==> config.mk <==
export PLATFORM = sky130hd
export DESIGN_NAME = nps_top
export DESIGN_NICKNAME = d
export VERILOG_FILES = /design/src/nps_pkg.sv /design/src/nps_nco_div.sv /design/src/nps_clk_mux.sv /design/src/nps_top.sv
export VERILOG_INCLUDE_DIRS = /design/src
export SDC_FILE = /design/constraint.sdc
export NUM_CORES = 1
export LEC_CHECK = 0
export ABC_AREA = 1
export BUFFER_PORTS_ARGS = -buffer_cell sky130_fd_sc_hd__clkbuf_2
export CAP_MARGIN = 20
export CORE_UTILIZATION = 35
export CTS_CLUSTER_DIAMETER = 50
export DETAILED_ROUTE_END_ITERATION = 10
export SLEW_MARGIN = 20
export SYNTH_ARGS = -nofsm -noshare
export SYNTH_HDL_FRONTEND = slang
export SYNTH_HIERARCHICAL = 1
export SYNTH_SLANG_ARGS = --single-unit
==> constraint.sdc <==
create_clock -name core_clk -period 6.65 [get_ports core_clk]
set_clock_uncertainty 0.2 [all_clocks]
set_input_delay 1.33 -clock core_clk [delete_from_list [all_inputs] [get_ports core_clk]]
set_output_delay 1.33 -clock core_clk [all_outputs]
set_load 0.05 [all_outputs]
==> src/nps_map.svh <==
`ifndef NPS_MAP_SVH
`define NPS_MAP_SVH
// Register word indices; byte address is four times the index
`define NPS_IDX_PDVSR     6'h08
`define NPS_IDX_PLEN      6'h09
`define NPS_IDX_PSEQ      6'h0a
`define NPS_IDX_NDVSR     6'h0b
`define NPS_IDX_NLEN      6'h0c
`define NPS_IDX_NSEQ      6'h0d
`define NPS_IDX_SWITCH    6'h0e
`define NPS_IDX_STATUS    6'h10
`define NPS_IDX_IRQ_STAT  6'h11
`define NPS_IDX_IRQ_MASK  6'h12
// Field positions in the switch register
`define NPS_SW_REQ_BIT    0
`define NPS_SW_FORCE_BIT  1
// Field positions in the status register
`define NPS_ST_SEL_BIT    0
`define NPS_ST_CP_BIT     1
`define NPS_ST_PEND_BIT   2
`define NPS_ST_LOCK_BIT   3
// Interrupt event bits
`define NPS_EV_COMMIT     0
`define NPS_EV_SWITCHED   1
`define NPS_EV_LOCKED     2
`define NPS_EV_LATE       3
`define NPS_EV_W          4
// Reset values
`define NPS_RST_PDVSR     5'h01
`define NPS_RST_NDVSR     7'h01
`define NPS_RST_LEN       3'h0
`define NPS_RST_SEQ       8'h00
// Boot core clock divisor from the crystal
`define NPS_BOOT_DIV      5'h09
// Frame syncs after the last divider write before switching
`define NPS_SWITCH_FS_MIN 2'h2
// Frame syncs allowed for the loop to lock
`define NPS_SETTLE_FS     2'h1
`endif

==> src/nps_pkg.sv <==
package nps_pkg;
   // Core clock source selector states
   typedef enum logic [1:0] {
      NPS_ST_XTAL,
      NPS_ST_DRAIN,
      NPS_ST_ARM,
      NPS_ST_PLL
   } nps_mux_state_e;
   // Register word index
   typedef logic [5:0] nps_idx_t;
endpackage

==> src/nps_nco_div.sv <==
`timescale 1ns/1ns
`default_nettype none
`include "nps_map.svh"
// Fractional divider: counts input ticks in groups of dvsr or dvsr+1
module nps_nco_div #(
   parameter int DW = 5
) (
   input  wire logic          core_clk,
   input  wire logic          srst,
   input  wire logic          in_tick,    // One tick per source cycle
   input  wire logic [DW-1:0] dvsr,       // Integer divisor
   input  wire logic [2:0]    len_m1,     // Pattern length minus one
   input  wire logic [7:0]    seq,        // Divide pattern
   output logic               out_tick    // One pulse per group
);
   logic [DW:0] cnt_q;   // Ticks seen in current group
   logic [2:0]  idx_q;   // Pattern bit position
   wire  [2:0]  idx_eff; // Position clamped to pattern length
   wire         pat_bit; // Current pattern bit
   wire  [DW:0] div_w;   // Divide ratio of this group
   wire  [DW:0] cnt_nx;  // Count after this tick
   wire         last_w;  // Group ends on this tick

   initial begin
      if (DW < 2 || DW > 8) $error("nps_nco_div: DW out of range");
   end

   assign idx_eff = (idx_q > len_m1) ? len_m1 : idx_q;
   assign pat_bit = (len_m1 == 3'h0) ? 1'b0 : seq[idx_eff];
   assign div_w   = {1'b0, dvsr} + {{DW{1'b0}}, pat_bit};
   assign cnt_nx  = cnt_q + {{DW{1'b0}}, 1'b1};
   // Divide ratio of zero behaves as one
   assign last_w  = in_tick && (cnt_nx >= div_w);

   // Group counter and pattern walker
   always_ff @(posedge core_clk) begin
      if (srst) begin
         cnt_q    <= '0;
         idx_q    <= 3'h7;
         out_tick <= 1'b0;
      end else begin
         out_tick <= last_w;
         if (last_w) begin
            cnt_q <= '0;
            idx_q <= (idx_eff == 3'h0) ? len_m1 : idx_eff - 3'h1;
         end else if (in_tick) begin
            cnt_q <= cnt_nx;
         end
      end
   end
endmodule
`default_nettype wire

==> src/nps_clk_mux.sv <==
`timescale 1ns/1ns
`default_nettype none
`include "nps_map.svh"
// Glitch free selector between crystal and loop clock enables
module nps_clk_mux (
   input  wire logic core_clk,
   input  wire logic srst,
   input  wire logic xtal_en,   // Boot clock enable
   input  wire logic pll_en,    // Loop clock enable
   input  wire logic go,        // Permitted switch request
   output logic      clk_en,    // Selected core clock enable
   output logic      sel_pll,   // Loop clock is selected
   output logic      switched   // One pulse when switch completes
);
   nps_pkg::nps_mux_state_e st_q;
   nps_pkg::nps_mux_state_e st_d;
   wire                     pass_w;

   // Next state: finish the boot period, then wait for a loop edge
   always_comb begin
      st_d = st_q;
      case (st_q)
         nps_pkg::NPS_ST_XTAL:  if (go) st_d = nps_pkg::NPS_ST_DRAIN;
         nps_pkg::NPS_ST_DRAIN: if (xtal_en) st_d = nps_pkg::NPS_ST_ARM;
         nps_pkg::NPS_ST_ARM:   if (pll_en) st_d = nps_pkg::NPS_ST_PLL;
         default:               st_d = st_q;
      endcase
   end

   assign pass_w = ((st_q == nps_pkg::NPS_ST_XTAL || st_q == nps_pkg::NPS_ST_DRAIN) && xtal_en)
                 || (st_q == nps_pkg::NPS_ST_PLL && pll_en);

   // State and registered outputs
   always_ff @(posedge core_clk) begin
      if (srst) begin
         st_q     <= nps_pkg::NPS_ST_XTAL;
         clk_en   <= 1'b0;
         sel_pll  <= 1'b0;
         switched <= 1'b0;
      end else begin
         st_q     <= st_d;
         clk_en   <= pass_w;
         sel_pll  <= (st_d == nps_pkg::NPS_ST_PLL);
         switched <= (st_q == nps_pkg::NPS_ST_ARM) && pll_en;
      end
   end
endmodule
`default_nettype wire

==> src/nps_top.sv <==
// Added by the designer: the register addresses and the Avalon-MM slave port.
`timescale 1ns/1ns
`default_nettype none
`include "nps_map.svh"
module nps_top (
   input  wire logic        core_clk,
   input  wire logic        srst,
   input  wire logic [7:0]  avs_address,
   input  wire logic        avs_read,
   input  wire logic        avs_write,
   input  wire logic [31:0] avs_writedata,
   input  wire logic [3:0]  avs_byteenable,
   output logic [31:0]      avs_readdata,
   output logic             avs_waitrequest,
   input  wire logic        xtal_tick,
   input  wire logic        pll_output_clock,
   input  wire logic        frame_sync,
   input  wire logic        pll_lock_flag,
   output logic             ref_tick,
   output logic             fb_tick,
   output logic             sys_clk_en,
   output logic             sys_clk_sel_pll,
   output logic             cp_high,
   output logic             irq
);
   // Staging registers written by the host
   logic [4:0] pdvsr_q;
   logic [2:0] plen_q;
   logic [7:0] pseq_q;
   logic [6:0] ndvsr_q;
   logic [2:0] nlen_q;
   // Active registers seen by the dividers
   logic [4:0] a_pdvsr_q;
   logic [2:0] a_plen_q;
   logic [7:0] a_pseq_q;
   logic [6:0] a_ndvsr_q;
   logic [2:0] a_nlen_q;
   logic [7:0] a_nseq_q;
   // Control and status
   logic       force_q;     // Force bit from the switch register
   logic       req_q;       // Host switch request pending
   logic [1:0] fs_cnt_q;    // Frame syncs since last commit
   logic       lock_d1_q;   // Lock flag one cycle ago
   logic       settle_q;    // Waiting for lock after commit
   logic [`NPS_EV_W-1:0] ist_q;   // Sticky event bits
   logic [`NPS_EV_W-1:0] imask_q; // Event enables
   wire        xtal9_tick;  // Boot core clock enable
   wire        mux_sel;     // Loop clock selected
   wire        mux_done;    // Switch completed
   wire        mux_en;      // Selected clock enable

   // Bus decode
   wire              acc_w   = (avs_read || avs_write) && avs_waitrequest;
   wire              done_w  = (avs_read || avs_write) && !avs_waitrequest;
   wire              wr_w    = avs_write && done_w && avs_byteenable[0];
   wire [7:0]        wd_w    = avs_writedata[7:0];
   wire nps_pkg::nps_idx_t idx_w = avs_address[7:2];
   wire              commit_w;
   wire              go_w;
   wire              late_w;
   wire              lock_rise_w;
   wire [`NPS_EV_W-1:0] ev_w;
   wire [`NPS_EV_W-1:0] clr_w;
   wire [31:0]       rd_w;

   // Address match for one register index
   function automatic logic hit(input nps_pkg::nps_idx_t a, input nps_pkg::nps_idx_t r);
      hit = (a == r);
   endfunction

   assign commit_w = wr_w && hit(idx_w, `NPS_IDX_NSEQ);
   assign go_w = req_q && (fs_cnt_q >= `NPS_SWITCH_FS_MIN);
   assign late_w = settle_q && frame_sync && (fs_cnt_q >= `NPS_SETTLE_FS) && !pll_lock_flag;
   assign lock_rise_w = pll_lock_flag && !lock_d1_q;
   assign ev_w = {late_w, lock_rise_w, mux_done, commit_w};
   assign clr_w = (wr_w && hit(idx_w, `NPS_IDX_IRQ_STAT)) ? wd_w[`NPS_EV_W-1:0]
                                                          : {`NPS_EV_W{1'b0}};

   // Read data selection
   assign rd_w =
      hit(idx_w, `NPS_IDX_PDVSR)    ? {27'h0, pdvsr_q} :
      hit(idx_w, `NPS_IDX_PLEN)     ? {29'h0, plen_q} :
      hit(idx_w, `NPS_IDX_PSEQ)     ? {24'h0, pseq_q} :
      hit(idx_w, `NPS_IDX_NDVSR)    ? {25'h0, ndvsr_q} :
      hit(idx_w, `NPS_IDX_NLEN)     ? {29'h0, nlen_q} :
      hit(idx_w, `NPS_IDX_NSEQ)     ? {24'h0, a_nseq_q} :
      hit(idx_w, `NPS_IDX_SWITCH)   ? {30'h0, force_q, req_q} :
      hit(idx_w, `NPS_IDX_STATUS)   ? {28'h0, pll_lock_flag, req_q, cp_high, sys_clk_sel_pll} :
      hit(idx_w, `NPS_IDX_IRQ_STAT) ? {28'h0, ist_q} :
      hit(idx_w, `NPS_IDX_IRQ_MASK) ? {28'h0, imask_q} :
      32'h0000_0000;

   // Bus handshake: one wait state, then the access completes
   always_ff @(posedge core_clk) begin
      if (srst) begin
         avs_waitrequest <= 1'b1;
         avs_readdata    <= 32'h0000_0000;
      end else begin
         avs_waitrequest <= !acc_w;
         if (acc_w) begin
            avs_readdata <= rd_w;
         end
      end
   end

   // Staging registers
   always_ff @(posedge core_clk) begin
      if (srst) begin
         pdvsr_q <= `NPS_RST_PDVSR;
         plen_q  <= `NPS_RST_LEN;
         pseq_q  <= `NPS_RST_SEQ;
         ndvsr_q <= `NPS_RST_NDVSR;
         nlen_q  <= `NPS_RST_LEN;
      end else if (wr_w) begin
         if (hit(idx_w, `NPS_IDX_PDVSR)) begin
            pdvsr_q <= wd_w[4:0];
         end else if (hit(idx_w, `NPS_IDX_PLEN)) begin
            plen_q <= wd_w[2:0];
         end else if (hit(idx_w, `NPS_IDX_PSEQ)) begin
            pseq_q <= wd_w;
         end else if (hit(idx_w, `NPS_IDX_NDVSR)) begin
            ndvsr_q <= wd_w[6:0];
         end else if (hit(idx_w, `NPS_IDX_NLEN)) begin
            nlen_q <= wd_w[2:0];
         end
      end
   end

   // Active set loads only on the final write
   always_ff @(posedge core_clk) begin
      if (srst) begin
         a_pdvsr_q <= `NPS_RST_PDVSR;
         a_plen_q  <= `NPS_RST_LEN;
         a_pseq_q  <= `NPS_RST_SEQ;
         a_ndvsr_q <= `NPS_RST_NDVSR;
         a_nlen_q  <= `NPS_RST_LEN;
         a_nseq_q  <= `NPS_RST_SEQ;
      end else if (commit_w) begin
         a_pdvsr_q <= pdvsr_q;
         a_plen_q  <= plen_q;
         a_pseq_q  <= pseq_q;
         a_ndvsr_q <= ndvsr_q;
         a_nlen_q  <= nlen_q;
         a_nseq_q  <= wd_w;
      end
   end

   // Switch request and force bit
   always_ff @(posedge core_clk) begin
      if (srst) begin
         req_q   <= 1'b0;
         force_q <= 1'b0;
      end else begin
         if (wr_w && hit(idx_w, `NPS_IDX_SWITCH)) begin
            force_q <= wd_w[`NPS_SW_FORCE_BIT];
         end
         if (wr_w && hit(idx_w, `NPS_IDX_SWITCH) && wd_w[`NPS_SW_REQ_BIT]) begin
            req_q <= 1'b1;
         end else if (go_w) begin
            req_q <= 1'b0;
         end
      end
   end

   // Frame syncs counted since the last commit, saturating
   always_ff @(posedge core_clk) begin
      if (srst) begin
         fs_cnt_q <= 2'h0;
      end else if (commit_w) begin
         fs_cnt_q <= 2'h0;
      end else if (frame_sync && fs_cnt_q != 2'h3) begin
         fs_cnt_q <= fs_cnt_q + 2'h1;
      end
   end

   // Charge pump boost and settle watch
   always_ff @(posedge core_clk) begin
      if (srst) begin
         cp_high   <= 1'b1;
         settle_q  <= 1'b0;
         lock_d1_q <= 1'b0;
      end else begin
         lock_d1_q <= pll_lock_flag;
         if (pll_lock_flag || force_q) begin
            cp_high <= 1'b0;
         end else if (commit_w) begin
            cp_high <= 1'b1;
         end
         if (commit_w) begin
            settle_q <= 1'b1;
         end else if (pll_lock_flag || late_w) begin
            settle_q <= 1'b0;
         end
      end
   end

   // Sticky events, set wins over clear
   always_ff @(posedge core_clk) begin
      if (srst) begin
         ist_q   <= {`NPS_EV_W{1'b0}};
         imask_q <= {`NPS_EV_W{1'b0}};
         irq     <= 1'b0;
      end else begin
         ist_q <= (ist_q & ~clr_w) | ev_w;
         if (wr_w && hit(idx_w, `NPS_IDX_IRQ_MASK)) begin
            imask_q <= wd_w[`NPS_EV_W-1:0];
         end
         irq <= |(((ist_q & ~clr_w) | ev_w) & imask_q);
      end
   end

   nps_nco_div #(
      .DW(5)
   ) u_boot_div (
      .core_clk(core_clk),
      .srst    (srst),
      .in_tick (xtal_tick),
      .dvsr    (`NPS_BOOT_DIV),
      .len_m1  (3'h0),
      .seq     (8'h00),
      .out_tick(xtal9_tick)
   );

   nps_nco_div #(
      .DW(5)
   ) u_prescaler (
      .core_clk(core_clk),
      .srst    (srst),
      .in_tick (xtal_tick),
      .dvsr    (a_pdvsr_q),
      .len_m1  (a_plen_q),
      .seq     (a_pseq_q),
      .out_tick(ref_tick)
   );

   nps_nco_div #(
      .DW(7)
   ) u_feedback (
      .core_clk(core_clk),
      .srst    (srst),
      .in_tick (pll_output_clock),
      .dvsr    (a_ndvsr_q),
      .len_m1  (a_nlen_q),
      .seq     (a_nseq_q),
      .out_tick(fb_tick)
   );

   nps_clk_mux u_mux (
      .core_clk(core_clk),
      .srst    (srst),
      .xtal_en (xtal9_tick),
      .pll_en  (pll_output_clock),
      .go      (go_w),
      .clk_en  (mux_en),
      .sel_pll (mux_sel),
      .switched(mux_done)
   );

   // Top outputs from flip-flops
   always_ff @(posedge core_clk) begin
      if (srst) begin
         sys_clk_en      <= 1'b0;
         sys_clk_sel_pll <= 1'b0;
      end else begin
         sys_clk_en      <= mux_en;
         sys_clk_sel_pll <= mux_sel;
      end
   end
endmodule
`default_nettype wire

==> results.md <==
- DR vias: 5,993
- Synth area leaders: dfxtp_1, ha_1, nand2_1
- Tcrit/Tclk final: 58.10%
- Htree depth: 4
- Headroom to the max-slew limit: 60.70%
- Critical Path Start Type: register
- Yosys warns: 6
- Multi-input logic area: 3999 um2
- Area grow syn2layout: 15.03%
- Grt ovf: 0
- FF/Latch Area: 2482 um2
- VDD IR-drop max: 0.0001451 V
- Slew Viols, Final: 0
- Worst flop-to-flop path endpoint: u_feedback/idx_q[0]$_SDFFE_PP1P_
- Top-count cell post-synth: nand2_1
- Finish-stage setup viols: 0
- Placed Instance Area: 7497 um2
- Largest net degree at the start of global routing: 68
- Worst R2R Setup Slack: 2.79 ns
- Drt drc: 0
- FMAX: 258.8 MHz
- Async SR Flop Fraction: 0%
- Starting Density: 36.04%
- Pwr dens: 271.1 nW/um2
- CP startpoint: a_nlen_q[1]$_SDFFE_PP0P_
- Setup crit end kind: register
- DRT Wirelength: 15,580 um
- Hold_buf cts: 0
- Die Wd: 144.0 um
- Core area: 19,590 um2
- Number of hold violations in the final report: 0
- # Max-Cap Violations: 0
- Max Root-Sink Buffers: 2
- Rows: 51
- Post-cts sizing count: 0
- Reg2Reg Depth: 24
- I/O Buffers: 37
- 1st-iter DRT viols: 283
- Synthesized flop and latch total: 124
- Worst r2r src: a_nlen_q[1]$_SDFFE_PP0P_
- Design area: 8122 um2
- Vias per cell: 4.568
- First-pass GRT wire length: 26,200 um
- Crit Path Max Fanout: 11
- Clock Pin Slew Worst Setup and Hold Paths: 0.06 ns
- Layout fillers: 2,135
- Cell count after synthesis: 972
- Synth top area share: 35.16%
- Initial antenna violation count: 0
- Post-synth EDFFs: 0
- Data arrival, critical path: 4.01 ns
- Die ar.: 20,740 um2
- Leakage: 0.003687 uW
- CTS tree: built
- Post-route setup TNS: 0 ns
- Final core occ: 41.46%
- IO Pins: 91
- CTS sink cnt: 124
- DR pass1 iterations: 7
- Routability Congestion: 0.8022
- Synth Area per Inst: 7.264 um2
- Root buf cell: clkbuf_16
- Routed wire per std cell: 11.87 um
- Post-route ant nets: 0
- Post-CTS Setup Repair Bufs: 0
- Leading area contributor after synthesis: dfxtp_1
- Total CTS buffers: 17
- Mapped Area: 7061 um2
- Worst-Margin Slew: 0.5895 ns
- Setup crit end: u_feedback/idx_q[0]$_SDFFE_PP1P_
- Diodes inserted: 0
- Crit path kind: register to register
- Unique masters post-synth: 43
- Vias in the first global route: 5,526
- Top cells by count, synth: nand2_1, nor2_1, dfxtp_1, inv_1, a21oi_1
- Register area share after synthesis: 35.16%
- Die Y: 144.0 um
- Outcome: finished, final reports clean
- Final nets: 1,133
- Clk_lat worst skew: 0.42 ns
- Classification of the worst-slack hold path: register to register
- RSZ-0062 raised after global routing: false
- Post-DP HPWL: 11,450 um
- Main flop type after synthesis: dfxtp_1
- Share of cells above drive strength 1: 12.99%
- WP data required: 6.80 ns
- Overall Global Routing Usage: 16.11%
- Minimum clock period: 3.864 ns
report_power, final:
group	internal [uW]	switching [uW]
Combinational	149	289
Sequential	770	24.8
Clock	607	361
Total	1530	675
worst max-delay path, stage by stage, from the launching register on:
cell     delay (ns)
dfxtp_1        0.39
inv_1          0.10
ha_1           0.30
nand3_1        0.09
nand2_2        0.14
nand2_4        0.10
o21ai_2        0.21
nand3_1        0.11
nand3_1        0.09
nand2_1        0.06
nor2_1         0.09
ha_1           0.18
ha_1           0.18
nand3_1        0.12
nor2_1         0.13
xnor2_1        0.08
ha_1           0.28
nand2_1        0.07
nor2_1         0.16
nand4_1        0.10
nand3_1        0.09
nand2_1        0.06
nand2_1        0.32
nor2_1         0.07
a21oi_1        0.11
placed cells by master, fill, tap and decap left out, types with 3 or more instances in the layout:
master	synthesis	final
ha_1	47	47
inv_2	11	11
nand3b_1	9	9
a21oi_2	3	3
nand2_4	11	11
clkinv_4	0	4
clkbuf_16	0	17
inv_1	114	114
nand3_2	7	7
bufinv_16	0	3
dfxtp_1	124	124
buf_4	24	3
o21ai_0	75	75
o21ai_1	14	14
conb_1	2	52
a21oi_1	90	90
o211ai_1	4	4
nand2_1	143	143
o21ai_2	3	3
nor2_1	132	132
o22ai_1	4	4
nand3_1	59	59
nor2_4	9	9
xnor2_1	13	13
clkbuf_2	1	37
xor2_1	14	14
nor2_2	5	5
nand2_2	7	7
nand4_1	5	5
area by class of cell:
type,instances,share of cell area (%)
tap,265,4.083
timing repair buffer,40,2.557
clock inverter,14,2.280
inverter,127,5.870
sequential,124,30.57
multi-input combinational,724,49.24
clock buffer,18,5.407
kinds of logic after synthesis:
logic type      synth area share (%)
compound gates                 14.89
other cells                   0.1064
simple gates                   26.99
fa+ha+maj                      8.329
flops                          35.16
buf+inv                        10.86
mux                           0.3190
xor+xnor                       3.349
sequential cells by signal, indices dropped and copies added (netlist names), 4 cells and up:
register	cells
pdvsr_q	5
ist_q	4
u_prescaler/cnt_q	6
imask_q	4
a_ndvsr_q	7
ndvsr_q	7
u_boot_div/cnt_q	6
a_pseq_q	8
avs_readdata	8
pseq_q	8
a_pdvsr_q	5
a_nseq_q	8
u_feedback/cnt_q	8
worst min path at each step:
stage	from	cells after the start	slack [ns]	endpoint
final	u_mux/sel_pll$_SDFF_PP0_	2	0.22	sys_clk_sel_pll$_SDFF_PP0_
after global routing	u_mux/sel_pll$_SDFF_PP0_	2	0.25	sys_clk_sel_pll$_SDFF_PP0_
after CTS	u_mux/sel_pll$_SDFF_PP0_	2	0.23	sys_clk_sel_pll$_SDFF_PP0_
after detailed placement	u_mux/sel_pll$_SDFF_PP0_	2	0.22	sys_clk_sel_pll$_SDFF_PP0_
after global placement	u_mux/clk_en$_SDFF_PP0_	2	0.22	sys_clk_en$_SDFF_PP0_
after floorplan	u_mux/clk_en$_SDFF_PP0_	2	0.19	sys_clk_en$_SDFF_PP0_
per-stage QoR:
step	total power, uW	std cells	hold slack (ns)	setup WS (ns)
after global routing	2336	1312	0.2520	2.311
after global placement	1241	1280	0.2172	2.782
after CTS	2227	1312	0.2277	2.767
after detailed placement	1247	1280	0.2193	2.767
final	2202	1312	0.2229	2.786
after floorplan	1175	1022	0.1883	3.273
metal layers:
metal	track usage (%)	wire (um)
met1	20.97	7651
met2	26.16	7242
met3	4.073	568
met4	4.647	116
met5	0	0
Note: power is estimated with default switching activity, not from simulation.
